File: src/hdl/pms_pkg.sv
package pms_pkg;

  // Register bus geometry
  localparam int          DW            = 16;
  localparam int          AW            = 4;

  // Register word offsets
  localparam logic [3:0]  ADDR_CTRL     = 4'h0;
  localparam logic [3:0]  ADDR_BW_NORM  = 4'h1;
  localparam logic [3:0]  ADDR_BW_FAST  = 4'h2;
  localparam logic [3:0]  ADDR_HOLD     = 4'h3;
  localparam logic [3:0]  ADDR_TRIM     = 4'h4;
  localparam logic [3:0]  ADDR_PREDIV   = 4'h5;
  localparam logic [3:0]  ADDR_STATUS   = 4'h6;

  // Words copied out of the nonvolatile store (offsets 0 to 5)
  localparam logic [2:0]  NV_WORDS      = 3'h6;

  // Control word bits
  localparam int          CTRL_FAST_BIT = 0;
  localparam int          CTRL_EXT_BIT  = 1;
  localparam int          CTRL_SOFT_BIT = 2;
  localparam int          CTRL_HARD_BIT = 3;

  // Holdover word fields
  localparam int          HOLD_WIN_LSB  = 0;
  localparam int          HOLD_DLY_LSB  = 4;

  // Status word fields
  localparam int          ST_MODE_LSB   = 0;
  localparam int          ST_LOL_BIT    = 3;
  localparam int          ST_HVAL_BIT   = 4;
  localparam int          ST_VALID_LSB  = 8;

  // Bandwidth codes in units of 0.1 Hz
  localparam logic [15:0] BW_MIN        = 16'h0001;
  localparam logic [15:0] BW_FAST_MIN   = 16'h03e8;
  localparam logic [15:0] BW_MAX        = 16'h9c40;

  // Trim in units of 0.01 ppm, limit 200 ppm
  localparam logic signed [15:0] TRIM_MAX = 16'sh4e20;

  // Largest averaging window, as a power of two
  localparam logic [2:0]  WIN_LOG_MAX   = 3'h4;

  // Reset values
  localparam logic [15:0] RST_BW_NORM   = 16'h03e8;
  localparam logic [15:0] RST_BW_FAST   = 16'h2710;
  localparam logic [2:0]  RST_WIN_LOG   = 3'h4;
  localparam logic [3:0]  RST_DLY       = 4'h1;
  localparam logic [7:0]  RST_PREDIV    = 8'h01;

  // Inputs and frequency history
  localparam int          NIN           = 4;
  localparam int          HIST_DEPTH    = 16;
  localparam int          HIST_SPAN_S   = 120;
  localparam int          CLK_HZ        = 10_000_000;
  localparam int          HIST_SAMPLE_CYC = HIST_SPAN_S * CLK_HZ / HIST_DEPTH;

  // Controller modes
  typedef enum logic [2:0] {
    PMS_INIT,
    PMS_FREERUN,
    PMS_ACQ,
    PMS_LOCKED,
    PMS_HOLD
  } pms_mode_t;

  // Loop and reference configuration
  typedef struct packed {
    logic               fast_en;
    logic               ext_ref;
    logic [15:0]        bw_norm;
    logic [15:0]        bw_fast;
    logic [2:0]         win_log;
    logic [3:0]         delay;
    logic signed [15:0] trim;
    logic [7:0]         prediv;
  } pms_cfg_t;

  localparam pms_cfg_t CFG_RST = '{
    fast_en: 1'b0, ext_ref: 1'b0, bw_norm: RST_BW_NORM, bw_fast: RST_BW_FAST,
    win_log: RST_WIN_LOG, delay: RST_DLY, trim: 16'sh0000, prediv: RST_PREDIV};

endpackage : pms_pkg

File: src/hdl/pms_pll_mode_sequencer.sv
// Overview of operation
// Normal bandwidth register, 0.1 Hz to 4 kHz
// Fast-lock bandwidth 100 Hz-4 kHz during acquisition
// Return to normal bandwidth once locked
// After init, exactly one of four modes
// Power-up copies configuration from nonvolatile store
// Host access only after initialization
// Output clocks off until initialization ends
// Hard reset reloads store, resets everything
// Hard reset by pin or register bit
// Soft reset applies configuration, no reload
// Init complete enters free-run unaided
// Any valid input starts lock acquisition
// Outputs keep running during acquisition
// Lock loss on pin and status bit
// Holdover when no valid input remains; code goes to free-run instead when acquisition ends with no history stored
// Record 120 seconds of frequency history
// Average programmable window after programmable delay
// Holdover steers to averaged frequency
// Valid input in holdover reacquires lock
// Crystal or external reference, caps off
// Reference trim within 200 ppm
// Reference pre-divider for fast references
// Lock loss asserted while pulling in
// Other valid input: reacquire, not holdover
module pms_pll_mode_sequencer #(
  parameter int HIST_SAMPLE_CYC = pms_pkg::HIST_SAMPLE_CYC  // Cycles between history samples
) (
  input  wire logic        clk_i,
  input  wire logic        sys_rst_i,
  input  wire logic        rst_pin_n_i,
  input  wire logic [3:0]  input_valid_i,
  input  wire logic        lock_detect_i,
  input  wire logic [15:0] freq_word_i,
  output logic             nonvolatile_store_rd_o,
  output logic [2:0]       nonvolatile_store_addr_o,
  input  wire logic [15:0] nonvolatile_store_data_i,
  input  wire logic [3:0]  addr_i,
  input  wire logic [15:0] wdata_i,
  input  wire logic        wr_i,
  input  wire logic        rd_i,
  output logic [15:0]      rd_data_o,
  output logic             host_ready_o,
  output logic             out_en_o,
  output logic             lock_loss_indicator_o,
  output logic [2:0]       mode_o,
  output logic [1:0]       selected_input_o,
  output logic [15:0]      active_bw_o,
  output logic             fastlock_active_o,
  output logic [15:0]      freq_steer_o,
  output logic             ext_ref_clock_sel_o,
  output logic             load_cap_en_o,
  output logic [15:0]      trim_o,
  output logic [7:0]       prediv_o
);

  // Whole module state
  typedef struct packed {
    pms_pkg::pms_mode_t mode;       // Controller mode
    pms_pkg::pms_cfg_t  act;        // Configuration in effect
    pms_pkg::pms_cfg_t  shd;        // Configuration as written
    logic [1:0]         sel;        // Selected input
    logic               nv_rd;      // Store read strobe
    logic [2:0]         nv_addr;    // Store word index
    logic               nv_pend;    // Store data due this cycle
    logic               s1;         // Pin synchroniser stages
    logic               s2;
    logic               s3;
    logic               pin_rst;    // Filtered reset pin level
    logic [15:0][15:0]  hist;       // Frequency history ring
    logic [3:0]         wp;         // Next history slot
    logic [4:0]         hcnt;       // Stored history entries
    logic [31:0]        tick;       // Sample interval counter
    logic               avg_busy;   // Averaging in progress
    logic [4:0]         avg_i;      // Entries summed so far
    logic [19:0]        acc;        // Running sum
    logic [15:0]        hold_freq;  // Averaged holdover frequency
    logic               hold_valid; // Holdover value ready
    logic               out_en;     // Output clocks enabled
    logic               lock_loss_indicator;        // Lock lost
    logic               fast_act;   // Fast bandwidth in use
    logic [15:0]        active_bw;  // Bandwidth in use
    logic [15:0]        freq_steer; // Frequency steering word
    logic               load_cap;   // Crystal load capacitors
    logic [15:0]        rd_data;    // Read answer
  } pms_state_t;

  pms_state_t  s;         // Registered state
  pms_state_t  n;         // Next state
  logic        hard_req;  // Hard reset requested this cycle
  logic        bus_ok;    // Host interface usable
  logic        any_v;     // Some input is valid
  logic        sel_v;     // Selected input is valid
  logic [1:0]  first_v;   // Lowest numbered valid input
  logic [3:0]  idx;       // History slot being averaged
  logic [4:0]  win;       // Window length in entries
  logic [19:0] acc_new;   // Sum including current slot
  logic [15:0] st;        // Status word

  // Reset image of the state
  function automatic pms_state_t pms_reset_f();
    pms_state_t r;
    r         = '0;
    r.mode    = pms_pkg::PMS_INIT;
    r.act     = pms_pkg::CFG_RST;
    r.shd     = pms_pkg::CFG_RST;
    r.s1      = 1'b1;
    r.s2      = 1'b1;
    r.s3      = 1'b1;
    r.lock_loss_indicator     = 1'b1;
    r.load_cap = 1'b1;
    return r;
  endfunction : pms_reset_f

  // Limit an unsigned code to a range
  function automatic logic [15:0] pms_clamp_f(input logic [15:0] d, input logic [15:0] lo,
                                              input logic [15:0] hi);
    if (d < lo) begin
      return lo;
    end
    if (d > hi) begin
      return hi;
    end
    return d;
  endfunction : pms_clamp_f

  // Write one configuration word, limiting each field to its legal range
  function automatic pms_pkg::pms_cfg_t pms_cfg_wr_f(input pms_pkg::pms_cfg_t c, input logic [3:0] a,
                                                     input logic [15:0] d);
    pms_pkg::pms_cfg_t r;
    r = c;
    case (a)
      pms_pkg::ADDR_CTRL: begin
        r.fast_en = d[pms_pkg::CTRL_FAST_BIT];
        r.ext_ref = d[pms_pkg::CTRL_EXT_BIT];
      end
      pms_pkg::ADDR_BW_NORM: begin
        r.bw_norm = pms_clamp_f(d, pms_pkg::BW_MIN, pms_pkg::BW_MAX);
      end
      pms_pkg::ADDR_BW_FAST: begin
        r.bw_fast = pms_clamp_f(d, pms_pkg::BW_FAST_MIN, pms_pkg::BW_MAX);
      end
      pms_pkg::ADDR_HOLD: begin
        r.win_log = (d[pms_pkg::HOLD_WIN_LSB +: 3] > pms_pkg::WIN_LOG_MAX) ? pms_pkg::WIN_LOG_MAX
                                                                            : d[pms_pkg::HOLD_WIN_LSB +: 3];
        r.delay   = d[pms_pkg::HOLD_DLY_LSB +: 4];
      end
      pms_pkg::ADDR_TRIM: begin

        if ($signed(d) > pms_pkg::TRIM_MAX) begin
          r.trim = pms_pkg::TRIM_MAX;
        end else if ($signed(d) < -pms_pkg::TRIM_MAX) begin
          r.trim = -pms_pkg::TRIM_MAX;
        end else begin
          r.trim = $signed(d);
        end
      end
      pms_pkg::ADDR_PREDIV: begin
        r.prediv = (d[7:0] == 8'h00) ? 8'h01 : d[7:0];
      end
      default: begin
      end
    endcase
    return r;
  endfunction : pms_cfg_wr_f

  // Next state computation
  always_comb begin
    n        = s;
    hard_req = s.pin_rst;
    bus_ok   = (s.mode != pms_pkg::PMS_INIT);
    any_v    = |input_valid_i;
    sel_v    = input_valid_i[s.sel];
    first_v  = 2'h0;
    idx      = 4'(s.wp - 4'h1 - s.act.delay - s.avg_i[3:0]);
    win      = 5'(5'h01 << s.act.win_log);
    acc_new  = s.acc + 20'(s.hist[idx]);
    st       = 16'h0000;
    // Lowest numbered valid input wins
    for (int i = pms_pkg::NIN - 1; i >= 0; i--) begin
      if (input_valid_i[i]) begin
        first_v = 2'(i);
      end
    end

    // Reset pin synchroniser, filtered once two stages agree
    n.s1 = rst_pin_n_i;
    n.s2 = s.s1;
    n.s3 = s.s2;
    if (s.s2 == s.s3) begin
      n.pin_rst = ~s.s3;
    end

    // Host writes go to the written copy
    if (wr_i && bus_ok) begin
      n.shd = pms_cfg_wr_f(s.shd, addr_i, wdata_i);
      if (addr_i == pms_pkg::ADDR_CTRL) begin
        if (wdata_i[pms_pkg::CTRL_SOFT_BIT]) begin
          n.act = n.shd;
        end
        if (wdata_i[pms_pkg::CTRL_HARD_BIT]) begin
          hard_req = 1'b1;
        end
      end
    end

    // Status word
    st[pms_pkg::ST_MODE_LSB +: 3]  = s.mode;
    st[pms_pkg::ST_LOL_BIT]        = s.lock_loss_indicator;
    st[pms_pkg::ST_HVAL_BIT]       = s.hold_valid;
    st[pms_pkg::ST_VALID_LSB +: 4] = input_valid_i;

    // Read answer stands one cycle only
    n.rd_data = 16'h0000;
    if (rd_i && bus_ok) begin
      case (addr_i)
        pms_pkg::ADDR_CTRL: begin
          n.rd_data[pms_pkg::CTRL_FAST_BIT] = s.shd.fast_en;
          n.rd_data[pms_pkg::CTRL_EXT_BIT]  = s.shd.ext_ref;
        end
        pms_pkg::ADDR_BW_NORM: n.rd_data = s.shd.bw_norm;
        pms_pkg::ADDR_BW_FAST: n.rd_data = s.shd.bw_fast;
        pms_pkg::ADDR_HOLD: begin
          n.rd_data[pms_pkg::HOLD_WIN_LSB +: 3] = s.shd.win_log;
          n.rd_data[pms_pkg::HOLD_DLY_LSB +: 4] = s.shd.delay;
        end
        pms_pkg::ADDR_TRIM:   n.rd_data = s.shd.trim;
        pms_pkg::ADDR_PREDIV: n.rd_data = {8'h00, s.shd.prediv};
        pms_pkg::ADDR_STATUS: n.rd_data = st;
        default:              n.rd_data = 16'h0000;
      endcase
    end

    // Mode sequencing
    unique case (s.mode)
      pms_pkg::PMS_INIT: begin
        // Store read, data one cycle later, then next word
        if (s.nv_rd) begin
          n.nv_rd   = 1'b0;
          n.nv_pend = 1'b1;
        end else if (s.nv_pend) begin
          n.shd     = pms_cfg_wr_f(s.shd, {1'b0, s.nv_addr}, nonvolatile_store_data_i);
          n.nv_addr = s.nv_addr + 3'h1;
          n.nv_pend = 1'b0;
        end else if (s.nv_addr == pms_pkg::NV_WORDS) begin
          n.act  = s.shd;
          n.mode = pms_pkg::PMS_FREERUN;
        end else begin
          n.nv_rd = 1'b1;
        end
      end
      pms_pkg::PMS_FREERUN: begin
        if (any_v) begin
          n.mode = pms_pkg::PMS_ACQ;
          n.sel  = first_v;
        end
      end
      pms_pkg::PMS_ACQ: begin
        if (!sel_v) begin
          if (any_v) begin
            n.sel = first_v;
          end else if (s.hcnt != 5'h00) begin
            n.mode = pms_pkg::PMS_HOLD;
          end else begin
            n.mode = pms_pkg::PMS_FREERUN;
          end
        end else if (lock_detect_i) begin
          n.mode = pms_pkg::PMS_LOCKED;
        end
      end
      pms_pkg::PMS_LOCKED: begin
        if (!sel_v) begin
          if (any_v) begin
            n.mode = pms_pkg::PMS_ACQ;
            n.sel  = first_v;
          end else begin
            n.mode = pms_pkg::PMS_HOLD;
          end
        end
      end
      pms_pkg::PMS_HOLD: begin
        if (any_v) begin
          n.mode = pms_pkg::PMS_ACQ;
          n.sel  = first_v;
        end
      end
      default: begin
        n.mode = pms_pkg::PMS_FREERUN;
      end
    endcase

    // History recorded only while locked
    if (s.mode == pms_pkg::PMS_LOCKED) begin
      if (s.tick == 32'(HIST_SAMPLE_CYC - 1)) begin
        n.tick        = 32'h0;
        n.hist[s.wp]  = freq_word_i;
        n.wp          = s.wp + 4'h1;
        if (s.hcnt != 5'(pms_pkg::HIST_DEPTH)) begin
          n.hcnt = s.hcnt + 5'h01;
        end
      end else begin
        n.tick = s.tick + 32'h1;
      end
    end else begin
      n.tick = 32'h0;
    end

    // One history slot summed per cycle
    if (s.avg_busy) begin
      n.acc   = acc_new;
      n.avg_i = s.avg_i + 5'h01;
      if (s.avg_i == win - 5'h01) begin
        n.avg_busy   = 1'b0;
        n.hold_freq  = 16'(acc_new >> s.act.win_log);
        n.hold_valid = 1'b1;
      end
    end
    // Start averaging on holdover entry
    if (n.mode == pms_pkg::PMS_HOLD && s.mode != pms_pkg::PMS_HOLD) begin
      n.hold_valid = 1'b0;
      if (s.hcnt == 5'h00) begin
        n.hold_freq  = s.freq_steer;
        n.hold_valid = 1'b1;
        n.avg_busy   = 1'b0;
      end else begin
        n.avg_busy = 1'b1;
        n.avg_i    = 5'h00;
        n.acc      = 20'h0;
      end
    end
    if (n.mode != pms_pkg::PMS_HOLD) begin
      n.avg_busy   = 1'b0;
      n.hold_valid = 1'b0;
    end

    // Registered outputs
    n.out_en    = (n.mode != pms_pkg::PMS_INIT);
    n.lock_loss_indicator       = (n.mode != pms_pkg::PMS_LOCKED);
    n.fast_act  = (n.mode == pms_pkg::PMS_ACQ) && n.act.fast_en;
    n.active_bw = n.fast_act ? n.act.bw_fast : n.act.bw_norm;
    n.load_cap  = ~n.act.ext_ref;
    unique case (n.mode)
      pms_pkg::PMS_ACQ,
      pms_pkg::PMS_LOCKED: n.freq_steer = freq_word_i;
      pms_pkg::PMS_HOLD:   n.freq_steer = n.hold_valid ? n.hold_freq : s.freq_steer;
      default:             n.freq_steer = 16'h0000;
    endcase

    // Hard reset restarts everything but the pin synchroniser
    if (hard_req) begin
      n         = pms_reset_f();
      n.s1      = rst_pin_n_i;
      n.s2      = s.s1;
      n.s3      = s.s2;
      n.pin_rst = (s.s2 == s.s3) ? ~s.s3 : s.pin_rst;
    end
  end

  // State register
  always_ff @(posedge clk_i) begin
    if (sys_rst_i) begin
      s <= pms_reset_f();
    end else begin
      s <= n;
    end
  end

  // Outputs straight from state flops
  assign nonvolatile_store_rd_o   = s.nv_rd;
  assign nonvolatile_store_addr_o = s.nv_addr;
  assign rd_data_o                = s.rd_data;
  assign host_ready_o             = s.out_en;
  assign out_en_o                 = s.out_en;
  assign lock_loss_indicator_o    = s.lock_loss_indicator;
  assign mode_o                   = s.mode;
  assign selected_input_o         = s.sel;
  assign active_bw_o              = s.active_bw;
  assign fastlock_active_o        = s.fast_act;
  assign freq_steer_o             = s.freq_steer;
  assign ext_ref_clock_sel_o      = s.act.ext_ref;
  assign load_cap_en_o            = s.load_cap;
  assign trim_o                   = s.act.trim;
  assign prediv_o                 = s.act.prediv;
endmodule : pms_pll_mode_sequencer

File: config.mk
export PLATFORM = sky130hd
export DESIGN_NAME = pms_pll_mode_sequencer
export DESIGN_NICKNAME = d
export VERILOG_FILES = /design/src/hdl/pms_pkg.sv /design/src/hdl/pms_pll_mode_sequencer.sv
export SDC_FILE = /design/constraint.sdc
export NUM_CORES = 1
export LEC_CHECK = 0
export BUFFER_PORTS_ARGS = -buffer_cell sky130_fd_sc_hd__buf_2
export CORE_MARGIN = 3
export CORE_UTILIZATION = 60
export DETAILED_ROUTE_END_ITERATION = 8
export GPL_TIMING_DRIVEN = 0
export PLACE_DENSITY = 0.87
export SYNTH_ARGS = -nofsm -noshare
export SYNTH_HDL_FRONTEND = slang
export SYNTH_SLANG_ARGS = --single-unit
File: constraint.sdc
create_clock -name clk_i -period 8.2 [get_ports clk_i]
set_input_delay 0.41 -clock clk_i [delete_from_list [all_inputs] [get_ports clk_i]]
set_output_delay 0.41 -clock clk_i [all_outputs]
set_load 0.02 [all_outputs]
Word level (Yosys, flattened, before mapping):

Cells that the tools add are included.

* register bits after elaboration: 536
* bits of input ports: 62
* output and inout port bits: 87
* logic and storage cells: 279

* add/subtract/negate cells: 10
* magnitude comparators: 16
* equality and inequality tests: 34
* shifts and indexed selects: 2
* multiplexer cells: 129
* bitwise operators: 5
* reductions and logical operators: 27

Operators with widths (count)
* $mux W16: 34
* $mux W130: 2
* $bwmux W256: 1
* $mux W65: 3
* $mux W68: 2
* $mux W133: 1
* $mux W43: 2
* $bmux W16 S4: 1
* $demux W16 S4: 1
* $gt A16 B16 Y1 const B: 4
* $mux W1: 46
* $mux W17: 2
* $add A32 B1 Y32 const B: 1
* $eq A32 B27 Y1 const B: 1
* $lt A16 B1 Y1 const B: 2
* $lt A16 B10 Y1 const B: 2
* $lt A16 B16 Y1 const B: 2
* $mux W8: 4
* $pmux W16 S2: 1
* $pmux W8 S4: 1
* $mux W3: 9
* $mux W25: 1
* $ne A4 B3 Y1 const B: 6
* $pmux W4 S6: 1
* 49 further kinds: 93

Depth between registers and ports, before layout:

* word-level depth: 23
* depth in mapped cells: 22

Least setup slack after synthesis:

Ideal clock, no wire load.

* kind: register to register
* start: register s[90] (netlist bit)
* end: register s, in the netlist freq_steer_o[13]
* library setup time: 117 ps
* arrival time: 5577 ps
* data required time: 8083 ps
* slack: 2506 ps
* cell stages (with the launch flop): 21
* buffers on the path: 3
* period minus slack after synthesis: 5694 ps
* cell sequence: dfxtp_1 -> inv_1 -> fa_1 -> fa_1 -> clkbuf_1 -> clkbuf_1 -> clkbuf_1 -> mux4_2 -> mux2i_1 -> a21oi_1 -> ha_1 -> fa_1 -> a211oi_2 -> o21ai_2 -> a21oi_1 -> o311a_1 -> inv_1 -> mux4_2 -> a2bb2oi_1 -> nor3_1 -> o21ai_1

* longest elaborated chain between the ends: 11

Ends and longest elaborated chain
* from (decl): line pms_pll_mode_sequencer.sv:88 `pms_state_t s;`
* from (signal assigned): line pms_pll_mode_sequencer.sv:362 `s <= pms_reset_f();`
* from (signal assigned): line pms_pll_mode_sequencer.sv:364 `s <= n;`
* $sub A4 B4 Y4: line pms_pll_mode_sequencer.sv:175 `idx = 4'(s.wp - 4'h1 - s.act.delay - s.avg_i[3:0]);`
* $bmux W16 S4: line pms_pll_mode_sequencer.sv:177 `acc_new = s.acc + 20'(s.hist[idx]);`
* $mux W16 (implied by the code): line pms_pll_mode_sequencer.sv:177
* $add A20 B16 Y20: line pms_pll_mode_sequencer.sv:177
* $shr A20 B3 Y16: line pms_pll_mode_sequencer.sv:314 `n.hold_freq = 16'(acc_new >> s.act.win_log);`
* $mux W17 *: line pms_pll_mode_sequencer.sv:312 `if (s.avg_i == win - 5'h01) begin`
* $mux W43 *: line pms_pll_mode_sequencer.sv:309 `if (s.avg_busy) begin`
* $mux W17: line pms_pll_mode_sequencer.sv:321 `if (s.hcnt == 5'h00) begin`
* $mux W43 *: line pms_pll_mode_sequencer.sv:319 `if (n.mode == pms_pkg::PMS_HOLD && s.mode != pms_pkg::PMS_HOLD) begin`
* $mux W16: line pms_pll_mode_sequencer.sv:345 `pms_pkg::PMS_HOLD: n.freq_steer = n.hold_valid ? n.hold_freq : s.freq_steer;`
* $pmux W16 S2: line pms_pll_mode_sequencer.sv:342 `unique case (n.mode)`

Mark *: on every way between the ends. The rest lies on a longest branch, timed or not. The select of a mux whose other input is x is not followed.
A chain may end at the register's enable or synchronous reset.

Final worst setup path:

* start: register s[90] (netlist bit)
* end: register s[67] (netlist bit)

* longest elaborated chain between the ends: 9

Ends and longest elaborated chain (line)
* $sub A4 B4 Y4: pms_pll_mode_sequencer.sv:175
* $bmux W16 S4: pms_pll_mode_sequencer.sv:177
* $mux W16 (implied by the code): pms_pll_mode_sequencer.sv:177
* $add A20 B16 Y20: pms_pll_mode_sequencer.sv:177
* $shr A20 B3 Y16: pms_pll_mode_sequencer.sv:314
* $mux W17 *: pms_pll_mode_sequencer.sv:312
* $mux W43 *: pms_pll_mode_sequencer.sv:309
* $mux W17: pms_pll_mode_sequencer.sv:321
* $mux W43 *: pms_pll_mode_sequencer.sv:319

Marked as above.

==> flow_metrics.tcl <==
set metrics [dict create \
    drt-pass1-iter-count 9 \
    post-dp-hpwl_um 66500 \
    peakVddDrop_mv 0.207 \
    whs_path_depth 2 \
    cts-root-buf "clkbuf_16" \
    cp_data_arrival_time_ns 8.06 \
    required_ns 8.70 \
    drt_iter0_markers 4694 \
    hold_class "in -> reg" \
    max-clock-path-buffers 3 \
    route.detailed.drc 2 \
    crit_type "reg -> reg" \
    ios 149 \
    core_um2 43500 \
    fin_area_um2 29900 \
    layout-drive-gt1-share_pct 13.3 \
    syn_nets 3340 \
    synth.avg_cell_area_um2 8.21 \
    grt_max_degree 18 \
    startpoint_type "register" \
    syn_area_um2 26600 \
    ys.flop_type "dfxtp_1" \
    netlist.area_leader.share_pct 40.4 \
    synth_seq_cells 536 \
    cts_tree "built" \
    synthCells 3237 \
    r2r_start "s[90]$_SDFF_PP0_" \
    synthArstFlopShare_pct 0 \
    rr_endpoint "s[67]$_SDFF_PP0_" \
    drv_cap 0 \
    max_freq_ghz 0.132 \
    antenna_found_initial 5 \
    slew_headroom_pct 9.76 \
    place_ws_ns 0.989 \
    critPathMaxFanout 10 \
    finClkSkew_ns 0.0719 \
    finalHoldViolations 0 \
    synth-seq-area-share_pct 40.4 \
    min_period_over_period_pct 92.3 \
    diodes 0 \
    cts.sinks 536 \
    nFillCells 3402 \
    status "finished with violations" \
    yosysWarningCount 0 \
    power_mw 5.68 \
    die_x_um 216 \
    setup_viol 0 \
    grt_pass1_wl_um 143000 \
    powerDensity_nw_per_um2 190 \
    grt_overflow 0 \
    ff2ff_setup_slack_ns 0.63 \
    clk_pin_slew_ns 0.06 \
    tightest_slew_ns 1.34 \
    p_leak_nw 10.7 \
    fin_nets 3513 \
    synth_top_area_cell "dfxtp_1" \
    post_cts_buffers 0 \
    period_needed_ns 7.57 \
    clk_latency_ns 0.67 \
    place.gp.congestion 1.03 \
    grt_pass1_vias 24772 \
    initial_core_util_pct 61.2 \
    layout_setup_ws_ns 0.631 \
    drv_slew 0 \
    routed_via_density 6.58 \
    die_h_um 216 \
    io_buffers 116 \
    grt_usage_pct 38.7 \
    postRouteAntennaNets 0 \
    num_vias 26577 \
    synth_edf_count 0 \
    synth.area.top_cells "dfxtp_1 40%, nand2_1 10%, a21oi_1 8.2%" \
    wirelength_um 94200 \
    cts_inserted_buffers 54 \
    synth_common_cells "726 x nand2_1, 536 x dfxtp_1, 437 x a21oi_1" \
    placed_area_um2 27900 \
    reg2reg_depth 20 \
    min_to "s[392]$_SDFFE_PP0N_" \
    hold_start "sys_rst_i" \
    htreeDepth 2 \
    end_kind "register" \
    wl_per_cell_um 23.3 \
    die_area_um2 46900 \
    synth_most_common_cell "nand2_1" \
    utilization_pct 68.7 \
    yosysUniqueCellTypes 92 \
    setup_tns_ns 0 \
    rsz0062_at_grt "false" \
    fp-row-count 76 \
    area_delta_synth_final_pct 12.3 \
    violations "DRC" \
]
==> how the worst max path moves through the flow <==
| stage | start | end | cells after the start |
|---|---|---|---|
| after detailed placement | s[90]$_SDFF_PP0_ | s[64]$_SDFF_PP0_ | 20 |
| after floorplan | s[90]$_SDFF_PP0_ | freq_steer_o[13]$_SDFFE_PP0P_ | 20 |
| after global placement | s[90]$_SDFF_PP0_ | s[67]$_SDFF_PP0_ | 20 |
| after CTS | s[90]$_SDFF_PP0_ | s[67]$_SDFF_PP0_ | 20 |
| final | s[90]$_SDFF_PP0_ | s[67]$_SDFF_PP0_ | 20 |
| after global routing | s[90]$_SDFF_PP0_ | s[64]$_SDFF_PP0_ | 20 |
==> worst max-delay path, stage by stage (launching register included) <==
cell,delay [ns]
dfxtp_1,0.42
inv_1,0.13
fa_1,0.55
fa_1,0.56
clkbuf_1,0.46
clkbuf_1,0.69
clkbuf_1,0.59
mux4_2,0.43
mux2i_1,0.29
a21oi_1,0.15
ha_1,0.27
fa_1,0.44
a211oi_2,0.29
o21ai_2,0.19
a22oi_1,0.31
a21oi_1,0.20
and2_1,0.20
o32ai_1,0.41
nor3_1,0.09
a211oi_1,0.55
o31ai_1,0.19
==> through the flow <==
| step | hold slack [ns] | std cells |
|---|---|---|
| 3_3_place_gp | 0.399 | 3938 |
| 4_1_cts | 0.00864 | 4039 |
| 5_1_grt | 0.0230 | 4039 |
| 3_5_place_dp | 0.398 | 3938 |
| 2_1_floorplan | 0.389 | 3237 |
| 6_report | 0.0169 | 4039 |
==> cell families after synthesis <==
group                    after synthesis  share of synthesized area, %
AND/OR/NAND/NOR                     1200                          19.2
AO/OA/AOI/OAI                        884                          20.4
flip-flops                           536                          40.4
buffers and inverters                364                          6.66
multiplexers                         138                          8.89
XOR/XNOR                              74                          2.44
adder cells (fa/ha/maj)               41                          2.04
==> state kept, by name, summed over array words and instances, names as in the netlist <==
register                  count
nonvolatile_store_addr_o      3
host_ready_o                  1
s                           450
mode_o                        3
lock_loss_indicator_o         1
load_cap_en_o                 1
prediv_o                      8
selected_input_o              2
nonvolatile_store_rd_o        1
active_bw_o                  16
fastlock_active_o             1
freq_steer_o                 16
ext_ref_clock_sel_o           1
rd_data_o                    16
trim_o                       16
==> what timing repair did <==
action                                 CTS  global route
endpoints found under the hold margin    1             0
hold buffers                             1             0
resized for setup                        0             0
==> metal layers <==
metal / global-route usage [%] / wire [um] / vias up
met5: 0 / 73 / -
met4: 19.5 / 5450 / 10
met3: 10.2 / 13400 / 464
met2: 58.5 / 40600 / 2120
met1: 51.5 / 34700 / 12343
li1: - / - / 11640
==> where the power goes <==
group	total [mW]	internal, mW	switching (mW)
combinational	0.319	0.0806	0.239
clock	2.70	1.57	1.12
sequential	2.67	2.63	0.0387
total	5.68	4.28	1.40
==> cell usage in the layout (no fill, tap or decap), drive strengths merged, types with 28 or more instances in the layout <==
cell	Yosys	final
a211oi	35	35
nand2	728	728
mux2i	54	54
xor2	44	44
xnor2	30	30
o21ai	130	130
inv	38	39
buf	159	275
nand3	48	48
dfxtp	536	536
mux4	78	78
clkbuf	166	246
nor2	244	244
ha	37	37
nor2b	28	28
a21oi	439	439
a22oi	63	63
a31oi	31	31
nor3	34	34
==> area by class of cell <==
class                   instances  area, um^2  area share (%)
well taps                     585         732            2.45
plain buffers                 325        1620            5.44
flip-flops and latches        536       10700            35.9
inverters                      39         146           0.490
clock inverters                20         365            1.22
repair buffers                117         591            1.98
clock buffers                  80        1590            5.32
multi-input cells            2337       14100            47.2
(Power assumes the default switching activity.)
